**src/ssrg_defs.vh**
```
`ifndef SSRG_DEFS_VH
`define SSRG_DEFS_VH
`define SSRG_W 16
`define SSRG_MASK 16'h7FFF
`define SSRG_RST 16'h0000
// part select codes
`define SSRG_P_COND 3'h0
`define SSRG_P_PTR 3'h1
`define SSRG_P_NTR 3'h2
`define SSRG_P_EVT 3'h3
`define SSRG_P_ENA 3'h4
// group select codes
`define SSRG_G_QUES 2'h0
`define SSRG_G_OPER 2'h1
`define SSRG_G_DEV 2'h2
`define SSRG_G_TOP 2'h3
// top-level part codes when group is top
`define SSRG_T_STB 3'h0
`define SSRG_T_SRE 3'h1
`define SSRG_T_PPE 3'h2
`define SSRG_T_ESR 3'h3
`define SSRG_T_ESE 3'h4
// status byte bit positions
`define SSRG_B_DEV 2
`define SSRG_B_ERRQ 2
`define SSRG_B_QUES 3
`define SSRG_B_MAV 4
`define SSRG_B_ESB 5
`define SSRG_B_MSS 6
`define SSRG_B_OPER 7
// device group summary enters this questionable condition bit
`define SSRG_DEV_INTO_QUES 14
`define SSRG_PTR_RST 16'h7FFF
`endif

```
**src/ssrg_group.v**
```verilog
`include "ssrg_defs.vh"
`default_nettype none
module ssrg_group (
    input wire clk_sys, // system clock
    input wire rst_n, // async reset, active low
    input wire [15:0] cond_in, // live condition sources
    input wire [2:0] part_sel, // part addressed
    input wire wr_en, // host write strobe
    input wire rd_en, // host read strobe
    input wire [15:0] wr_data, // host write data
    output reg [15:0] rd_data, // read value of selected part
    output reg summary // group summary bit
);
    // five parts share one bit index per status source
    reg [15:0] cond;
    reg [15:0] ptr;
    reg [15:0] ntr;
    reg [15:0] evt;
    reg [15:0] ena;
    wire [15:0] cond_now;
    wire [15:0] rise;
    wire [15:0] fall;
    wire [15:0] hits;
    wire [15:0] next_evt;
    wire clr_evt;

    assign cond_now = cond_in & `SSRG_MASK;
    assign rise = cond_now & ~cond & ptr;
    assign fall = ~cond_now & cond & ntr;
    assign hits = rise | fall;
    assign clr_evt = rd_en && (part_sel == `SSRG_P_EVT);
    // set beats clear so a coincident edge survives the read
    assign next_evt = ((clr_evt ? `SSRG_RST : evt) | hits) & `SSRG_MASK;

    always @(posedge clk_sys or negedge rst_n) begin
        if (!rst_n) begin
            cond <= `SSRG_RST;
            ptr <= `SSRG_PTR_RST;
            ntr <= `SSRG_RST;
            evt <= `SSRG_RST;
            ena <= `SSRG_RST;
            summary <= 1'b0;
            rd_data <= `SSRG_RST;
        end else begin
            cond <= cond_now;
            evt <= next_evt;
            summary <= |(next_evt & ena);
            if (wr_en && part_sel == `SSRG_P_PTR) begin
                ptr <= wr_data & `SSRG_MASK;
            end
            if (wr_en && part_sel == `SSRG_P_NTR) begin
                ntr <= wr_data & `SSRG_MASK;
            end
            if (wr_en && part_sel == `SSRG_P_ENA) begin
                ena <= wr_data & `SSRG_MASK;
            end
            if (rd_en) begin
                if (part_sel == `SSRG_P_COND) begin
                    rd_data <= cond;
                end else if (part_sel == `SSRG_P_PTR) begin
                    rd_data <= ptr;
                end else if (part_sel == `SSRG_P_NTR) begin
                    rd_data <= ntr;
                end else if (part_sel == `SSRG_P_EVT) begin
                    rd_data <= evt;
                end else if (part_sel == `SSRG_P_ENA) begin
                    rd_data <= ena;
                end else begin
                    rd_data <= `SSRG_RST;
                end
            end
        end
    end
endmodule // ssrg_group
`default_nettype wire

```
**src/ssrg_top.v**
```verilog
`include "ssrg_defs.vh"
`default_nettype none
module ssrg_top (
    input wire clk_sys, // system clock
    input wire rst_n, // async reset, active low
    input wire [15:0] ques_status, // questionable hardware status
    input wire [15:0] oper_status, // operation hardware status
    input wire [15:0] dev_status, // device hardware status
    input wire [7:0] std_events, // standard event pulses
    input wire errq_not_empty, // error queue holds an entry
    input wire msg_avail, // output queue holds a message
    input wire [1:0] grp_sel, // group addressed
    input wire [2:0] part_sel, // part addressed
    input wire wr_en, // host write strobe, one cycle
    input wire rd_en, // host read strobe, one cycle
    input wire [15:0] wr_data, // host write data
    output reg [15:0] rd_data, // read data, valid cycle after rd_en
    output reg rd_valid, // read data valid pulse
    output reg srq, // service request pulse
    output reg ist_flag, // parallel-poll flag
    output reg [7:0] status_byte // current status byte
);
    ////////////////////////////////////////////////////////////////
    wire [15:0] g_rd_ques;
    wire [15:0] g_rd_oper;
    wire [15:0] g_rd_dev;
    wire sum_ques;
    wire sum_oper;
    wire sum_dev;
    wire [15:0] ques_cond;
    reg [1:0] grp_q;
    reg [2:0] part_q;
    reg [7:0] sre;
    reg [7:0] ppe;
    reg [7:0] esr;
    reg [7:0] ese;
    wire top_wr;
    wire top_rd;
    wire esr_clr;
    wire [7:0] next_esr;
    wire esb;
    wire [7:0] stb_base;
    wire [7:0] next_stb;
    wire mss;

    function wr_hit;
        input [1:0] g;
        input [1:0] want;
        input en;
        begin
            wr_hit = en && (g == want);
        end
    endfunction

    // device summary drops into the questionable condition
    assign ques_cond = {ques_status[15], sum_dev, ques_status[13:0]};

    ssrg_group u_ques (
        .clk_sys(clk_sys),
        .rst_n(rst_n),
        .cond_in(ques_cond),
        .part_sel(part_sel),
        .wr_en(wr_hit(grp_sel, `SSRG_G_QUES, wr_en)),
        .rd_en(wr_hit(grp_sel, `SSRG_G_QUES, rd_en)),
        .wr_data(wr_data),
        .rd_data(g_rd_ques),
        .summary(sum_ques)
    );

    ssrg_group u_oper (
        .clk_sys(clk_sys),
        .rst_n(rst_n),
        .cond_in(oper_status),
        .part_sel(part_sel),
        .wr_en(wr_hit(grp_sel, `SSRG_G_OPER, wr_en)),
        .rd_en(wr_hit(grp_sel, `SSRG_G_OPER, rd_en)),
        .wr_data(wr_data),
        .rd_data(g_rd_oper),
        .summary(sum_oper)
    );

    ssrg_group u_dev (
        .clk_sys(clk_sys),
        .rst_n(rst_n),
        .cond_in(dev_status),
        .part_sel(part_sel),
        .wr_en(wr_hit(grp_sel, `SSRG_G_DEV, wr_en)),
        .rd_en(wr_hit(grp_sel, `SSRG_G_DEV, rd_en)),
        .wr_data(wr_data),
        .rd_data(g_rd_dev),
        .summary(sum_dev)
    );

    ////////////////////////////////////////////////////////////////
    assign top_wr = wr_hit(grp_sel, `SSRG_G_TOP, wr_en);
    assign top_rd = wr_hit(grp_sel, `SSRG_G_TOP, rd_en);
    assign esr_clr = top_rd && (part_sel == `SSRG_T_ESR);
    // new standard events win over the clearing read
    assign next_esr = (esr_clr ? 8'h00 : esr) | std_events;
    assign esb = |(next_esr & ese);

    // bit 2 carries the error queue alone, bit 6 left for the master summary
    assign stb_base[1:0] = 2'h0;
    assign stb_base[`SSRG_B_ERRQ] = errq_not_empty;
    assign stb_base[`SSRG_B_QUES] = sum_ques;
    assign stb_base[`SSRG_B_MAV] = msg_avail;
    assign stb_base[`SSRG_B_ESB] = esb;
    assign stb_base[`SSRG_B_MSS] = 1'b0;
    assign stb_base[`SSRG_B_OPER] = sum_oper;
    // sre bit 6 masked out of the master summary
    assign mss = |(stb_base & sre & 8'hBF);
    assign next_stb = stb_base | {1'b0, mss, 6'h00};

    always @(posedge clk_sys or negedge rst_n) begin
        if (!rst_n) begin
            sre <= 8'h00;
            ppe <= 8'h00;
            esr <= 8'h00;
            ese <= 8'h00;
            status_byte <= 8'h00;
            srq <= 1'b0;
            ist_flag <= 1'b0;
            grp_q <= 2'h0;
            part_q <= 3'h0;
            rd_valid <= 1'b0;
        end else begin
            esr <= next_esr;
            status_byte <= next_stb;
            // rising enabled status bit raises a one-cycle request
            srq <= |(next_stb & ~status_byte & sre & 8'hBF);
            ist_flag <= |(next_stb & ppe);
            rd_valid <= rd_en;
            if (rd_en) begin
                grp_q <= grp_sel;
                part_q <= part_sel;
            end
            if (top_wr && part_sel == `SSRG_T_SRE) begin
                sre <= wr_data[7:0];
            end
            if (top_wr && part_sel == `SSRG_T_PPE) begin
                ppe <= wr_data[7:0];
            end
            if (top_wr && part_sel == `SSRG_T_ESE) begin
                ese <= wr_data[7:0];
            end
        end
    end

    ////////////////////////////////////////////////////////////////
    // group read data already registered, top parts captured here
    reg [7:0] top_rd_data;
    always @(posedge clk_sys or negedge rst_n) begin
        if (!rst_n) begin
            top_rd_data <= 8'h00;
        end else if (top_rd) begin
            if (part_sel == `SSRG_T_STB) begin
                top_rd_data <= status_byte;
            end else if (part_sel == `SSRG_T_SRE) begin
                top_rd_data <= sre;
            end else if (part_sel == `SSRG_T_PPE) begin
                top_rd_data <= ppe;
            end else if (part_sel == `SSRG_T_ESR) begin
                top_rd_data <= esr;
            end else if (part_sel == `SSRG_T_ESE) begin
                top_rd_data <= ese;
            end else begin
                top_rd_data <= 8'h00;
            end
        end
    end

    always @* begin
        if (grp_q == `SSRG_G_QUES) begin
            rd_data = g_rd_ques;
        end else if (grp_q == `SSRG_G_OPER) begin
            rd_data = g_rd_oper;
        end else if (grp_q == `SSRG_G_DEV) begin
            rd_data = g_rd_dev;
        end else begin
            rd_data = {8'h00, top_rd_data};
        end
    end
endmodule // ssrg_top
`default_nettype wire

```
**config.mk**
```make
export PLATFORM = sky130hd
export DESIGN_NAME = ssrg_top
export DESIGN_NICKNAME = d
export VERILOG_FILES = /design/src/ssrg_group.v /design/src/ssrg_top.v
export VERILOG_INCLUDE_DIRS = /design/src
export SDC_FILE = /design/constraint.sdc
export NUM_CORES = 1
export LEC_CHECK = 0
export ABC_AREA = 1
export BUFFER_PORTS_ARGS = -buffer_cell sky130_fd_sc_hd__buf_2
export CORE_MARGIN = 3
export CORE_UTILIZATION = 65
export DETAILED_ROUTE_END_ITERATION = 6
export PLACE_DENSITY = 0.82
export SYNTH_ARGS = -nofsm -noshare
export SYNTH_HDL_FRONTEND = slang
export SYNTH_SLANG_ARGS = --single-unit
```
**constraint.sdc**
```tcl
create_clock -name clk_sys -period 4.2 [get_ports clk_sys]
set_input_delay 0.21 -clock clk_sys [delete_from_list [all_inputs] [get_ports clk_sys]]
set_output_delay 0.21 -clock clk_sys [all_outputs]
set_load 0.01 [all_outputs]
```
==> run metrics, run 1 <==
post-synthesis sequential area ratio roughly 58%; Fin. Hold Viols 0; Final Skew 0.01014 ns; Slew Viols, Final 0; crit end category primary output; Peak Freq ~320 MHz; vias post-DR 12750; Worst Tran Pin Value 1.076 ns; hold depth 3; worst min path class in -> reg; area occupied by multi-input gates 5244 µm²; largest net degree at the start of global routing 120; ys flop type dfrtp_1; Final setup viols 0; post-cts sizing count 0; Vias/cell 5.992; Max Cap Viol 0; die width around 150 µm; Netlist cell types 28; synthesized flop and latch total 324; r2r endpoint u_oper.summary; Syn Inst Count 1702; TritonCTS clock tree built; die height 153.6 µm; average size of a mapped cell 8.316 µm²; synthesis-to-finish area growth 17.01%; WL per Instance 19.24 µm; postcts setup bufs 0; status completed; post-synthesis cell area 14150 µm²; Initial Utilization 66.70%; clock tree buffer depth 3; # rows 53; static leakage 7.843 nW; core area between 20000 and 25000 µm²; Die ar. 23580 µm²; fill cell count 1440; reg2reg start u_oper.cond[6]; Congestion Overflow GR 0; PwrDens 509.8 nW/µm²; RSZ-0062 raised after global routing false; layout cells sized above 1 12.37%; CTS buffer count 34; setup TNS 0 ns; final RePlAce weighted congestion ~0.94; CP Launch Point grp_q[1]; data required time of the worst path 3.99 ns; Peak VDD IR 0.4207 mV; H-tree depth 2; 1st-iter DRT viols between 1000 and 1500; post-route ant nets 0; first-pass GRT wire length 64940 µm; All-Layer GR Usage 34.67%; CTS sink cnt 324; end of the critical path rd_data[1]; clock latency at the later pin of the worst-skew pair slightly above 0.5 ns; vias in the first global route approximately 13000; Clk pin slew, worst setup/hold paths ~0.060 ns; min Tclk post-route 3.164 ns; Ys Warns 0; IO Count 110; drt first pass iters 6; Rel. slew slack 28.11%; final worst path period share roughly three quarters; number of flops mapped to enable cells by yosys 0; Util after Layout about four fifths; antenna violations before repair 1; Seq. cell area about 8000 µm²; reg-to-reg slack, setup 2.76 ns; PortBufs 101; WP data arrival 2.95 ns; CTS Hold Bufs 56; DRC 0; DP Wirelength 25110 µm; reg2reg path depth 8; nets@finish 1909; final WL 40950 µm; WS Path Type reg -> out; worst-path maximum fanout 11; Root Driver clkbuf_16; Worst setup SP type flop; Post-synth ARST share 100.0%
-- cell usage after synthesis (all sizes together), types with 2 or more instances --
cell type | count | share of area [%]
dfrtp | 279 | 49
o21ai | 277 | 9.8
a211oi | 5 | 0.27
inv | 109 | 2.9
nand4 | 49 | 2.2
buf | 15 | 0.56
nand3 | 109 | 3.9
nor3 | 9 | 0.35
o2111ai | 2 | 0.12
nor2 | 106 | 2.9
nand2 | 584 | 16
o211ai | 4 | 0.21
o22ai | 10 | 0.44
clkbuf | 74 | 2.0
a31oi | 2 | 0.088
o221ai | 10 | 0.62
dfstp | 45 | 8.4
a21oi | 10 | 0.35
-- metal layers --
layer	GRT usage [%]	wire length (µm)
met4	18.38	2110
met1	46.35	15670
met5	0	0
met3	6.445	3948
met2	54.67	19220
-- metrics by stage --
| step | instance area [µm²] | std cells | hold slack (ns) | setup slack (ns) | total power, mW |
|---|---|---|---|---|---|
| 6_report | 16560 | 2128 | 0.1764 | 1.036 | 8.443 |
| 5_1_grt | 16560 | 2128 | 0.1623 | 0.9196 | 8.806 |
| 4_1_cts | 16560 | 2127 | 0.1591 | 1.150 | 8.420 |
| 3_5_place_dp | 14820 | 2009 | 0.3460 | 1.594 | 5.258 |
| 3_3_place_gp | 14820 | 2009 | 0.3449 | 1.624 | 5.189 |
| 2_1_floorplan | 14160 | 1704 | -0.08559 | 2.559 | 4.773 |
-- placed cells by master, fill, tap and decap left out, drive strengths merged, types with 3 or more instances in the layout --
| cell type | netlist | layout |
|---|---|---|
| nand2 | 584 | 584 |
| dfstp | 45 | 45 |
| buf | 15 | 119 |
| nand3 | 109 | 109 |
| dfrtp | 279 | 279 |
| conb | 1 | 3 |
| a21oi | 10 | 10 |
| clkbuf | 74 | 51 |
| o22ai | 10 | 10 |
| bufinv | 0 | 3 |
| a211oi | 5 | 5 |
| dlygate4sd3 | 0 | 56 |
| o211ai | 4 | 4 |
| nand4 | 49 | 49 |
| clkinv | 0 | 6 |
| nor3 | 9 | 9 |
| o221ai | 10 | 10 |
| o21ai | 277 | 277 |
| inv | 109 | 109 |
| nor2 | 106 | 106 |
-- layout make-up --
type	instances	area share, %
Timing Repair Buffer	175	7.389
Inverter	109	2.471
Sequential cell	324	49.30
Clock buffer	51	6.271
Clock inverter	11	0.8160
Multi-Input combinational cell	1182	31.66
Tap cell	275	2.078
Antenna cell	1	0.01511
-- critical path, cell delays in order, from the launching register on --
cell and delay, ns:
dfrtp_1 0.54, inv_1 0.09, nor2_1 0.57, inv_1 0.36
o21ai_0 0.21, o21ai_0 0.13, o211ai_1 0.12, o21ai_0 0.21
buf_2 0.21
-- power by group --
group | internal [mW] | total (mW) | switching [mW] | leakage [nW]
clock network | 1.90 | 3.13 | 1.23 | 0.575
registers | 3.71 | 4.07 | 0.361 | 3.82
logic | 0.458 | 1.24 | 0.780 | 3.45
-- kinds of logic (layout without fill, tap and decap cells) --
family | after synthesis | after routing | share of synthesized area (%)
AO/OA/AOI/OAI | 321 | 321 | 11.96
buffers and inverters | 198 | 346 | 5.410
flip-flops | 324 | 324 | 57.68
other | 1 | 4 | 0.02650
AND/OR/NAND/NOR | 858 | 858 | 24.92
-- worst min-delay path by stage --
stage	start	endpoint
after floorplan	rst_n	ese[0]
after global placement	ques_status[10]	u_ques.cond[10]
after detailed placement	ques_status[8]	u_ques.cond[8]
after CTS	wr_data[14]	u_dev.ntr[14]
after global routing	wr_data[14]	u_dev.ntr[14]
final	wr_data[9]	u_oper.ntr[9]
-- registers in the layout (all words and copies together) (netlist names), 15 cells and up --
register        flops
u_oper.evt         15
u_ques.evt         15
u_ques.ntr         15
u_oper.rd_data     15
u_dev.ena          15
u_dev.rd_data      15
u_dev.ntr          15
u_dev.evt          15
u_oper.ptr         15
u_oper.cond        15
u_oper.ena         15
u_ques.rd_data     15
u_ques.ena         15
u_dev.ptr          15
u_ques.ptr         15
u_dev.cond         15
u_ques.cond        15
u_oper.ntr         15
No activity file was read; power rests on OpenSTA's default activity.
==> run 2, diff against run 1 <==
- CORE_UTILIZATION: 65 -> 54
- PLACE_DENSITY: 0.82 -> 0.73
- clock period: 4.2 -> 2.8 ns (I/O delays scaled with it)
==> run metrics, run 2 (same netlist as run 1, synthesis figures left out) <==
min Tclk post-route 2.597 ns; crit end category primary output; TritonCTS clock tree built; Root Driver clkbuf_16; most frequent cells in the layout nand2_1, dfrtp_1, o21ai_0, nand3_1, inv_1; Setup WS post-layout 0.2035 ns; Max Cap Viol 0; die width 167.9 µm; PortBufs between 100 and 150; final worst path period share 92.73%; final RePlAce weighted congestion 0.9588; All-Layer GR Usage between 20% and 30%; PwrDens between 700 and 800 nW/µm²; antenna diode count 0; fill cell count approximately 2100; Final Skew 0.01274 ns; Util after Layout about 66%; nets@finish 1930; CTS buffer count 35; WL per Instance 18.59 µm; die height around 170 µm; vias post-DR 12580; post-cts sizing count 0; Worst setup SP type flop; Initial Utilization a little under three fifths; synthesis-to-finish area growth 19.06%; H-tree depth 2; largest net degree at the start of global routing 84; core area 25470 µm²; WP data arrival roughly 2.5 ns; clock tree buffer depth 3; setup TNS 0 ns; RSZ-0062 raised after global routing false; WS Path Type reg -> out; Peak Freq 385.1 MHz; DP Wirelength 25920 µm; static leakage 7.969 nW; Rel. slew slack 47.41%; # rows 58; 1st-iter DRT viols 1159; Peak VDD IR approximately 0.53 mV; antenna violations before repair 2; Clk pin slew, worst setup/hold paths ~0.060 ns; post-route ant nets 0; worst slack, placed just under 0.7 ns; DRC 0; Die ar. 28190 µm²; Congestion Overflow GR 0; layout cells sized above 1 13.24%; vias in the first global route 12370; worst min path class in -> reg; CTS sink cnt between 300 and 400; Vias/cell 5.710; Final setup viols 0; Fin. Hold Viols 0; worst-path maximum fanout 11; final WL 40950 µm; Worst Tran Pin Value 0.7861 ns; Slew Viols, Final 0; first-pass GRT wire length 65610 µm; clock latency at the later pin of the worst-skew pair 0.51 ns; drt first pass iters 5; data required time of the worst path between 2 and 3 ns; status completed; IO Count 110; most common cell after layout, fill and taps aside nand2_1
-- run 2: layout make-up --
cell class / instances / area [µm²] / share of cell area [%]
sequential: 324 / 8164 / 48.45
multi-input combinational: 1182 / 5244 / 31.12
timing repair buffer: 195 / 1424 / 8.450
clock buffer: 56 / 1087 / 6.452
tap: 330 / 412.9 / 2.450
inverter: 109 / 409.1 / 2.428
clock inverter: 7 / 110.1 / 0.6534
-- run 2: path summary, 6_finish.rpt --
check,startpoint,endpoint,slack [ns],depth (start not counted)
worst max-delay path,grp_q[1],rd_data[0],0.20,5
worst min-delay path,grp_sel[1],u_oper.rd_data[14],0.11,3
worst max register to register,u_ques.ptr[7],u_ques.summary,1.52,4
worst min register to register,u_ques.summary,status_byte[3],0.45,0
max in group asynchronous,rst_n,u_oper.ptr[14],1.69,3
min in group asynchronous,rst_n,esr[5],0.19,2
-- run 2: stage by stage --
| stage | area (µm²) | cells | hold slack, ns | power [mW] |
|---|---|---|---|---|
| 2_1_floorplan | 14160 | 1704 | -0.1556 | 7.159 |
| 3_3_place_gp | 15090 | 2084 | 0.1710 | 7.832 |
| 3_5_place_dp | 15090 | 2084 | 0.1727 | 7.919 |
| 4_1_cts | 16850 | 2203 | 0.08475 | 12.76 |
| 5_1_grt | 16850 | 2203 | 0.1125 | 13.36 |
| 6_report | 16850 | 2203 | 0.1054 | 12.74 |
-- run 2: critical path, cell delays in order (launching register included) --
cell and delay, ns:
dfrtp_1 0.51, nor2_1 0.47, inv_1 0.28, o211ai_1 0.33
o21ai_0 0.18, buf_2 0.17
-- run 2: repair_timing --
action	4_1_cts	5_1_grt
hold buffers	56	0
endpoints found under the hold margin	174	0
setup buffers	0	0
-- run 2: per-layer routing --
layer / up-vias / share of wire (%) / global-route usage [%]
met2: 555 / 46 / 47.13
li1: 5855 / - / -
met4: 0 / 4.4 / 12.02
met1: 6068 / 41 / 38.91
met5: - / 0 / 0
met3: 101 / 8.3 / 5.940
-- run 2: power breakdown --
part	switching, mW	internal [mW]	total (mW)
clock network	1.85	2.93	4.78
logic	1.15	0.708	1.86
registers	0.535	5.57	6.11
